**config.mk**
```make
export PLATFORM = sky130hd
export DESIGN_NAME = eprom_host
export DESIGN_NICKNAME = d
export VERILOG_FILES = /design/src/hdl/sync2.v /design/src/hdl/eprom_host.v
export VERILOG_INCLUDE_DIRS = /design/src /design/src/shared
export SDC_FILE = /design/constraint.sdc
export NUM_CORES = 1
export LEC_CHECK = 0
export ABC_AREA = 1
export BUFFER_PORTS_ARGS = -buffer_cell sky130_fd_sc_hd__buf_2
export CORE_MARGIN = 2
export CORE_UTILIZATION = 52
export CTS_BUF_LIST = sky130_fd_sc_hd__clkbuf_16
export DETAILED_ROUTE_END_ITERATION = 6
export PLACE_DENSITY_LB_ADDON = 0.08
export SETUP_SLACK_MARGIN = 0.2
export SLEW_MARGIN = 0
export SYNTH_ARGS = -nofsm -noshare
export SYNTH_HDL_FRONTEND = slang
export SYNTH_SLANG_ARGS = --single-unit
```
**constraint.sdc**
```tcl
create_clock -name mclk_i -period 2.08 [get_ports mclk_i]
set_input_delay 0.416 -clock mclk_i [delete_from_list [all_inputs] [get_ports mclk_i]]
set_output_delay 0.416 -clock mclk_i [all_outputs]
set_load 0.01 [all_outputs]
```
**src/shared/eprom_host_defs.vh**
```
// constants for the word-wide programmable rom host controller
// assumes a 40 MHz clock on mclk_i
`ifndef EPROM_HOST_DEFS_VH
`define EPROM_HOST_DEFS_VH
`define CLK_PERIOD_PS 25000
`define PULSE_TIME_US 100
`define PULSE_CYCLES ((`PULSE_TIME_US * 1000000) / `CLK_PERIOD_PS)
`define SETUP_TIME_US 2
`define SETUP_CYCLES (((`SETUP_TIME_US * 1000000) + `CLK_PERIOD_PS - 1) / `CLK_PERIOD_PS)
`define READ_TIME_NS 250
`define READ_CYCLES (((`READ_TIME_NS * 1000) + `CLK_PERIOD_PS - 1) / `CLK_PERIOD_PS)
`define DISABLE_TIME_NS 100
`define DISABLE_CYCLES (((`DISABLE_TIME_NS * 1000) + `CLK_PERIOD_PS - 1) / `CLK_PERIOD_PS)
`define MAX_PULSES 4'hA
`define ID_LINE_BIT 9
`define CMD_READ 3'h0
`define CMD_PROGRAM 3'h1
`define CMD_IDENT 3'h2
`define CMD_FINAL 3'h3
`define CMD_INHIBIT 3'h4
`define BLANK_WORD 16'hFFFF
`endif

```
**src/hdl/sync2.v**
```verilog
// two-flop synchroniser for one bus of pin inputs
// assumes inputs arrive from outside the mclk_i domain
`timescale 1ns/100ps
module sync2 #(
  parameter W = 16
) (
  input wire mclk_i,
  input wire rst_n_i,
  input wire [W-1:0] d_i,
  output reg [W-1:0] q_o
);
  reg [W-1:0] meta_r;
  always @(posedge mclk_i) begin
    if (!rst_n_i) begin
      meta_r <= {W{1'b0}};
      q_o <= {W{1'b0}};
    end else begin
      meta_r <= d_i;
      q_o <= meta_r;
    end
  end
endmodule

```
**src/hdl/eprom_host.v**
```verilog
// host controller driving a 64k x 16 programmable rom through its pins
// assumes board logic turns supply-select outputs into real voltages
// What this block does
// - data floats unless select and drive low; unread devices kept deselected
// - program: raised supplies, select low, drive high, stable data, then strobe low
// - first strobe pulse 100 us, then read back the location
// - at most ten pulse-verify rounds, then report failure
// - identifier mode: id line at high voltage, address bit 0 from id_byte_sel_i, other address lines low
// - locations may be programmed in any order, several devices in parallel
// - final check of every word with both supplies at normal level
`timescale 1ns/100ps
`include "eprom_host_defs.vh"
module eprom_host (
  input wire mclk_i,
  input wire rst_n_i,
  input wire cmd_valid_i,
  input wire [2:0] cmd_i,
  input wire [15:0] cmd_addr_i,
  input wire [15:0] cmd_data_i,
  input wire id_byte_sel_i,
  input wire [15:0] data_lines_in_i,
  output reg busy_o,
  output reg done_o,
  output reg fail_o,
  output reg [15:0] rdata_o,
  output reg [3:0] pulses_o,
  output reg [15:0] word_address_o,
  output reg [15:0] data_lines_out_o,
  output reg data_lines_oe_o,
  output reg chip_select_n_o,
  output reg output_drive_n_o,
  output reg program_strobe_n_o,
  output reg prog_supply_high_o,
  output reg main_supply_high_o,
  output reg identifier_hv_line_o
);
  localparam S_IDLE = 4'h0;
  localparam S_SETUP = 4'h1;
  localparam S_PULSE = 4'h2;
  localparam S_RECOVER = 4'h3;
  localparam S_VERIFY = 4'h4;
  localparam S_READ = 4'h5;
  localparam S_END = 4'h6;
  localparam S_FLOAT = 4'h7;
  localparam CW = 13;
  localparam integer PULSE_I = `PULSE_CYCLES;
  localparam integer SETUP_I = `SETUP_CYCLES;
  localparam integer READ_I = `READ_CYCLES + 2;
  localparam integer DIS_I = `DISABLE_CYCLES;
  localparam [CW-1:0] PULSE_N = PULSE_I[CW-1:0];
  localparam [CW-1:0] SETUP_N = SETUP_I[CW-1:0];
  localparam [CW-1:0] READ_N = READ_I[CW-1:0];
  localparam [CW-1:0] DIS_N = DIS_I[CW-1:0];

  wire [15:0] data_sync;
  reg [3:0] state_r;
  reg [CW-1:0] cnt_r;
  reg [2:0] cmd_r;
  reg [15:0] wdata_r;
  reg [3:0] tries_r;

  sync2 #(.W(16)) u_sync (
    .mclk_i(mclk_i),
    .rst_n_i(rst_n_i),
    .d_i(data_lines_in_i),
    .q_o(data_sync)
  );

  always @(posedge mclk_i) begin
    if (!rst_n_i) begin
      state_r <= S_IDLE;
      cnt_r <= {CW{1'b0}};
      cmd_r <= `CMD_READ;
      wdata_r <= `BLANK_WORD;
      tries_r <= 4'h0;
      busy_o <= 1'b0;
      done_o <= 1'b0;
      fail_o <= 1'b0;
      rdata_o <= 16'h0000;
      pulses_o <= 4'h0;
      word_address_o <= 16'h0000;
      data_lines_out_o <= 16'h0000;
      data_lines_oe_o <= 1'b0;
      chip_select_n_o <= 1'b1;
      output_drive_n_o <= 1'b1;
      program_strobe_n_o <= 1'b1;
      prog_supply_high_o <= 1'b0;
      main_supply_high_o <= 1'b0;
      identifier_hv_line_o <= 1'b0;
    end else begin
      done_o <= 1'b0;
      case (state_r)
        S_IDLE: begin
          if (cmd_valid_i) begin
            busy_o <= 1'b1;
            fail_o <= 1'b0;
            cmd_r <= cmd_i;
            wdata_r <= cmd_data_i;
            tries_r <= 4'h0;
            cnt_r <= {CW{1'b0}};
            word_address_o <= cmd_addr_i;
            chip_select_n_o <= 1'b0;
            if (cmd_i == `CMD_PROGRAM) begin
              prog_supply_high_o <= 1'b1;
              main_supply_high_o <= 1'b1;
              output_drive_n_o <= 1'b1;
              data_lines_out_o <= cmd_data_i;
              data_lines_oe_o <= 1'b1;
              state_r <= S_SETUP;
            end else if (cmd_i == `CMD_INHIBIT) begin
              prog_supply_high_o <= 1'b1;
              chip_select_n_o <= 1'b1;
              state_r <= S_READ;
            end else if (cmd_i == `CMD_IDENT) begin
              word_address_o <= {15'h0000, id_byte_sel_i};
              identifier_hv_line_o <= 1'b1;
              output_drive_n_o <= 1'b0;
              state_r <= S_READ;
            end else begin
              output_drive_n_o <= 1'b0;
              state_r <= S_READ;
            end
          end
        end
        S_SETUP: begin
          cnt_r <= cnt_r + 1'b1;
          if (cnt_r == SETUP_N - 1'b1) begin
            cnt_r <= {CW{1'b0}};
            program_strobe_n_o <= 1'b0;
            tries_r <= tries_r + 1'b1;
            state_r <= S_PULSE;
          end
        end
        S_PULSE: begin
          cnt_r <= cnt_r + 1'b1;
          if (cnt_r == PULSE_N - 1'b1) begin
            cnt_r <= {CW{1'b0}};
            program_strobe_n_o <= 1'b1;
            state_r <= S_RECOVER;
          end
        end
        S_RECOVER: begin
          cnt_r <= cnt_r + 1'b1;
          if (cnt_r == SETUP_N - 1'b1) begin
            cnt_r <= {CW{1'b0}};
            data_lines_oe_o <= 1'b0;
            output_drive_n_o <= 1'b0;
            state_r <= S_VERIFY;
          end
        end
        S_VERIFY: begin
          cnt_r <= cnt_r + 1'b1;
          if (cnt_r == READ_N - 1'b1) begin
            cnt_r <= {CW{1'b0}};
            output_drive_n_o <= 1'b1;
            rdata_o <= data_sync;
            pulses_o <= tries_r;
            if (data_sync == wdata_r) begin
              state_r <= S_FLOAT;
            end else if (tries_r == `MAX_PULSES) begin
              fail_o <= 1'b1;
              state_r <= S_FLOAT;
            end else begin
              state_r <= S_END;
            end
          end
        end
        S_END: begin
          // wait for outputs to float, then drive data again
          cnt_r <= cnt_r + 1'b1;
          if (cnt_r == DIS_N) begin
            cnt_r <= {CW{1'b0}};
            data_lines_oe_o <= 1'b1;
            state_r <= S_SETUP;
          end
        end
        S_READ: begin
          cnt_r <= cnt_r + 1'b1;
          if (cnt_r == READ_N - 1'b1) begin
            cnt_r <= {CW{1'b0}};
            if (cmd_r == `CMD_IDENT) begin
              rdata_o <= {8'h00, data_sync[7:0]};
            end else if (cmd_r == `CMD_INHIBIT) begin
              rdata_o <= 16'h0000;
            end else begin
              rdata_o <= data_sync;
              fail_o <= (cmd_r == `CMD_FINAL) && (data_sync != wdata_r);
            end
            output_drive_n_o <= 1'b1;
            state_r <= S_FLOAT;
          end
        end
        S_FLOAT: begin
          cnt_r <= cnt_r + 1'b1;
          if (cnt_r == DIS_N) begin
            cnt_r <= {CW{1'b0}};
            chip_select_n_o <= 1'b1;
            identifier_hv_line_o <= 1'b0;
            prog_supply_high_o <= 1'b0;
            main_supply_high_o <= 1'b0;
            busy_o <= 1'b0;
            done_o <= 1'b1;
            state_r <= S_IDLE;
          end
        end
        default: begin
          state_r <= S_IDLE;
        end
      endcase
    end
  end
endmodule

```
; Yosys cells after proc, flatten, opt, wreduce, memory -nomap -nowiden
; Cells that the tools add are included.
[totals]
out_inout_bits = 62
elab_cells = 158
ff_bits = 134
[op_classes]
reduce_logical = 29
n_mux = 67
n_eq_ne = 39
n_addsub = 2
[ops]
columns = operator, n
row1 = $mux 16, 7
row2 = $mux 13, 5
row3 = $pmux 13 s5, 1
row4 = $mux 4, 10
row5 = $ne 2x2->1 const B, 16
row6 = $pmux 16 s2, 1
row7 = $pmux 4 s8, 1
row8 = $mux 1, 31
row9 = $eq 16x16->1, 1
row10 = $eq 4x3->1 const B, 4
row11 = $ne 16x16->1, 1
row12 = $reduce_and 8->1, 2
row13 = $reduce_and 3->1, 5
row14 = $add 13x1->13 const B, 1
row15 = $eq 13x12->1 const B, 1
row16 = $eq 13x3->1 const B, 1
row17 = $eq 13x4->1 const B, 1
row18 = $eq 13x7->1 const B, 1
row19 = $pmux 1 s2, 6
row20 = $reduce_and 5->1, 2
row21 = $eq 3x2->1 const B, 3
row22 = $pmux 1 s3, 3
row23 = $reduce_bool 3->1, 3
row24 = $eq 4x2->1 const B, 2
row25 = 17 further kinds, 28

; Logic depth before layout (Yosys ltp)
[logic_depth]
ltp_word = 6
mapped_depth = 12
depth_no_buf = 12

; Hierarchy
; From an unflattened synthesis, not the netlist that was laid out.
[hier_totals]
hier_cells = 795
hier_area_um2 = 5671.7
[by_module_without_submodules]
columns = mod, area_per_inst_um2, cells_each, instances
row1 = eprom_host, 4757.1, 696, 1
row2 = sync2, 914.6, 99, 1

; Least setup slack after synthesis
; Ideal clock, no wire load.
[synth_path]
path_type = register to register
from = register cnt_r[1]
to = register cnt_r[10]
stages_incl_launch_ff = 11
path_buffers = 0
arrival_time_ns = 1.409
slack_ns = 0.544
period_less_slack_ns = 1.536
cell_sequence = dfxtp_1 ha_1 nand3_2 nor2_2 nand2_2 nand2_1 nand2_1 nor2_1 a21oi_1 nor2_1 nor2_1
[synth_between]
elab_chain_cells = 3
word_cells_on_any_way = 10
classes_between = add/sub: 1 / eq/ne: 4 / mux: 5
[synth_lines]
columns = item, line_no
row1 = "start, declared", eprom_host.v:57  ; reg [CW-1:0] cnt_r;
row2 = "start signal, assigned", eprom_host.v:72  ; cnt_r <= {CW{1'b0}};
row3 = "start signal, assigned", eprom_host.v:100  ; cnt_r <= {CW{1'b0}};
row4 = "start signal, assigned", eprom_host.v:126  ; cnt_r <= cnt_r + 1'b1;
row5 = $add 13x1->13 (tied with other cells), -
row6 = "$mux 13, on equally long branches", -
row7 = $pmux 13 s5 (*), eprom_host.v:92  ; case (state_r)
; Every way passes the cells marked *; elsewhere a longest branch is shown, timed or not.
; A chain may end at the register's enable or synchronous reset.

; Worst setup path after layout
[layout_path]
from = register cnt_r[8]
to = register state_r[1]
[layout_between]
elab_chain_cells = 3
word_cells_on_any_way = 12
classes_between = eq/ne: 11 / reduce/logical: 1
[layout_lines]
columns = item, line_no
row1 = $eq 13x12->1 (tied with other cells), eprom_host.v:136  ; if (cnt_r == PULSE_N - 1'b1) begin
row2 = $ne 2x2->1 (no line), -
row3 = $reduce_and 8->1 (no line) (*), -
row4 = "end signal, assigned", eprom_host.v:131  ; state_r <= S_PULSE;
row5 = "end signal, assigned", eprom_host.v:139  ; state_r <= S_RECOVER;
row6 = "end signal, assigned", eprom_host.v:148  ; state_r <= S_VERIFY;
row7 = "end, declared", eprom_host.v:56  ; reg [3:0] state_r;
; Marks and branches as above.

==> impl_metrics.yaml <==
run_status:
  run_status: "complete, no violations"
place:
  io_buffer_count: 116
  dp_hpwl_um: 10600
  placed_cells: 1064
  place.gp.congestion: 0.944
  dpl_cell_area_um2: 6500
  preCtsSetupSlack_ps: 308
worst_setup_path:
  crit_path_start_kind: "flip-flop"
  criticalPathCategory: "flip-flop to flip-flop"
  critical_path_arrival_ps: 2050
  crit_slowest_cell: "dfxtp_1"
  worstPathRequired_ps: 2420
  crit_fanout: 6
  cp-end-kind: "flip-flop"
  r2r_setup_slack_ps: 360
  timing.critical_path.buf_inv: 1
  crit_family: "simple AND/OR/NAND/NOR gates"
  path_cells: "nor2_1 > nand2_1 > nor2_4 > nand2_1 > nand2_1 > nand2_1 > inv_2 > nand2_1 > nor2_4 > nand2_1 > a21oi_1"
  crit_top_cell: "nand2_1"
  slowest_delay_ps: 380
sta:
  period_minus_slack_ps: 1720
  finalSetupViolCount: 0
  hold_viol_final: 0
  drv_slew: 0
  max_slew.worst_pin.slew_ps: 490
  whs_ps: 180
  finalCritPeriodShare_pct: 82.5
  timing.fmax_mhz: 583
  setup_tns_ps: 0
  rsz0062_at_grt: "no"
  clock-skew-final_ps: 6.81
  layout_setup_ws_ps: 365
  maxSlewHeadroom_pct: 67.3
yosys:
  yosysUniqueCellTypes: 34
  synth_cells: 828
  ys_warn_count: 0
  synth_nets: 887
  ys_ff_latch: 133
  avgSynthCellArea_um2: 7.01
  netlist_area_um2: 5810
  seq_area_frac_synth_pct: 45.9
clocking:
  cts.clk_slew.worst_paths_ps: 60
  cts_buffer_depth: 2
  clk_latency_ps: 410
  hold_buffers: 0
  ctsRootBufferMaster: "clkbuf_16"
  cts_resized: 0
  clock_sinks: 133
  cts_buffers: 17
  htreeDepth: 4
  cts_tree: "built"
  cts_setup_buffers: 0
global_routing:
  gr-usage-all-layers_pct: 25.4
  grt_pass1_wl_um: 23600
  grt_max_degree: 36
  grt-ovfl-total: 0
  grt_pass1_vias: 5093
  antenna_found_initial: 1
drt:
  viasPerCell: 5.04
  drt_iter0_markers: 442
  drc: 0
  vias: 5523
  wl_um: 14700
  drt_pass1_iterations: 7
  wire_per_inst_um: 13.4
  drt.antenna.violating_nets: 0
hold_path:
  min_path_type: "primary input to flip-flop"
final_layout:
  drive_gt1_share_pct: 19.8
  final_cell_mix: "nand2_1 (198), dfxtp_1 (131), inv_1 (119)"
  mostFrequentLayoutCell: "nand2_1"
  num_antenna_cells: 0
  area_delta_synth_final_pct: 21.3
  final_area_um2: 7040
  layout.cells.non_filler: 1096
  fin_nets: 1002
  nFillCells: 988
power_and_ir_drop:
  netSwitchingPower_uw: 2400
  p_leak_uw: 0.00356
  intPower_uw: 4940
  p_per_area_nw_per_um2: 1040
  p_seq_share_pct: 41.7
  pwr-share-comb_pct: 22.7
  peakVddDrop_mv: 0.708
  p_clk_share_pct: 35.6
  switching_share_pct: 32.7
floorplanning:
  fp-row-count: 38
  die_w_um: 110
  initial_core_util_pct: 53.3
  dieArea_um2: 12000
  ios: 117
  fp.coreArea_um2: 10900
  die_h_um: 110
job:
  drv_cap: 0
==> worst register-to-register path, delay by kind of cell (launching register included) <==
kind,cells,cell delay (ps)
simple gates,9,1040
flops,1,380
compound gates,1,140
buf+inv,1,90
==> path summary, 6_finish.rpt <==
check | start | endpoint | cells past startpoint
max reg2reg | cnt_r[8]$_SDFFE_PN0P_ | state_r[1]$_SDFFE_PN0P_ | 11
max | cnt_r[8]$_SDFFE_PN0P_ | state_r[1]$_SDFFE_PN0P_ | 11
min | data_lines_in_i[6] | u_sync.meta_r[6]$_SDFF_PN0_ | 3
min reg2reg | u_sync.meta_r[1]$_SDFF_PN0_ | u_sync.q_o[1]$_SDFF_PN0_ | 2
==> power by group through the flow <==
stage / logic [uW] / clock network [uW] / registers, uW
after global routing: 1900 / 2770 / 3100
after floorplan: 1110 / 0 / 3130
after global placement: 1600 / 0 / 3090
after detailed placement: 1630 / 0 / 3100
after CTS: 1650 / 2650 / 3050
final: 1660 / 2620 / 3060
==> routing by layer <==
| layer | share of wire, % | global-route usage, % |
|---|---|---|
| met2 | 49 | 42.7 |
| met1 | 44 | 31.0 |
| met5 | 0.075 | 0 |
| met4 | 2.0 | 10.1 |
| met3 | 4.7 | 6.70 |
==> logic make-up (layout without fill, tap and decap cells) <==
kind of cell | Yosys count | after routing | share of synthesized area, %
xor+xnor | 4 | 4 | 0.603
fa+ha+maj | 4 | 4 | 0.862
compound gates | 134 | 134 | 13.3
buf+inv | 163 | 291 | 10.9
simple gates | 390 | 390 | 28.4
flops | 133 | 133 | 45.9
==> stage by stage <==
stage               util (%)  total power (uW)
finish                  64.7              7340
global route            64.7              7770
CTS                     64.5              7350
detailed placement      59.7              4730
global placement        59.7              4690
floorplan                  -              4240
==> flip-flops by register name (all words and copies together) (netlist names) <==
name / cells
done_o: 1
chip_select_n_o: 1
data_lines_out_o: 16
tries_r: 4
prog_supply_high_o: 1
program_strobe_n_o: 1
state_r: 3
wdata_r: 16
cmd_r: 3
output_drive_n_o: 1
cnt_r: 13
main_supply_high_o: 1
identifier_hv_line_o: 1
u_sync.meta_r: 16
rdata_o: 16
u_sync.q_o: 16
word_address_o: 16
fail_o: 1
busy_o: 1
pulses_o: 4
data_lines_oe_o: 1
==> cell usage after synthesis (all sizes together) <==
cell type  instances  area share (%)
o2111ai            1            0.15
xnor2              2            0.30
o21ai             54             4.7
clkbuf             9            0.58
buf               20             1.7
or2                1            0.11
o211ai            12             1.6
a21oi             43             3.7
nor3              12             1.0
inv              133             8.6
nor2             107             7.7
ha                 4            0.86
nand3             55             4.9
dfxtp            133              46
a41oi              3            0.45
a211o              1            0.15
o21bai             1            0.13
nand2            204              13
xor2               2            0.30
a211oi            16             2.1
nand4              8            0.86
a31oi              1            0.11
clkinv             1           0.065
nand3b             3            0.39
a32oi              2            0.30
==> cell type report <==
class,instances,area (um^2),area share (%)
Clock buffer,17,425,6.04
Clock inverter,15,93.8,1.33
Inverter,134,503,7.14
Multi-Input combinational cell,532,2530,35.9
Sequential cell,133,2670,37.8
Tap cell,140,175,2.49
Timing Repair Buffer,125,651,9.24
Power figures use the tool's default switching activity.
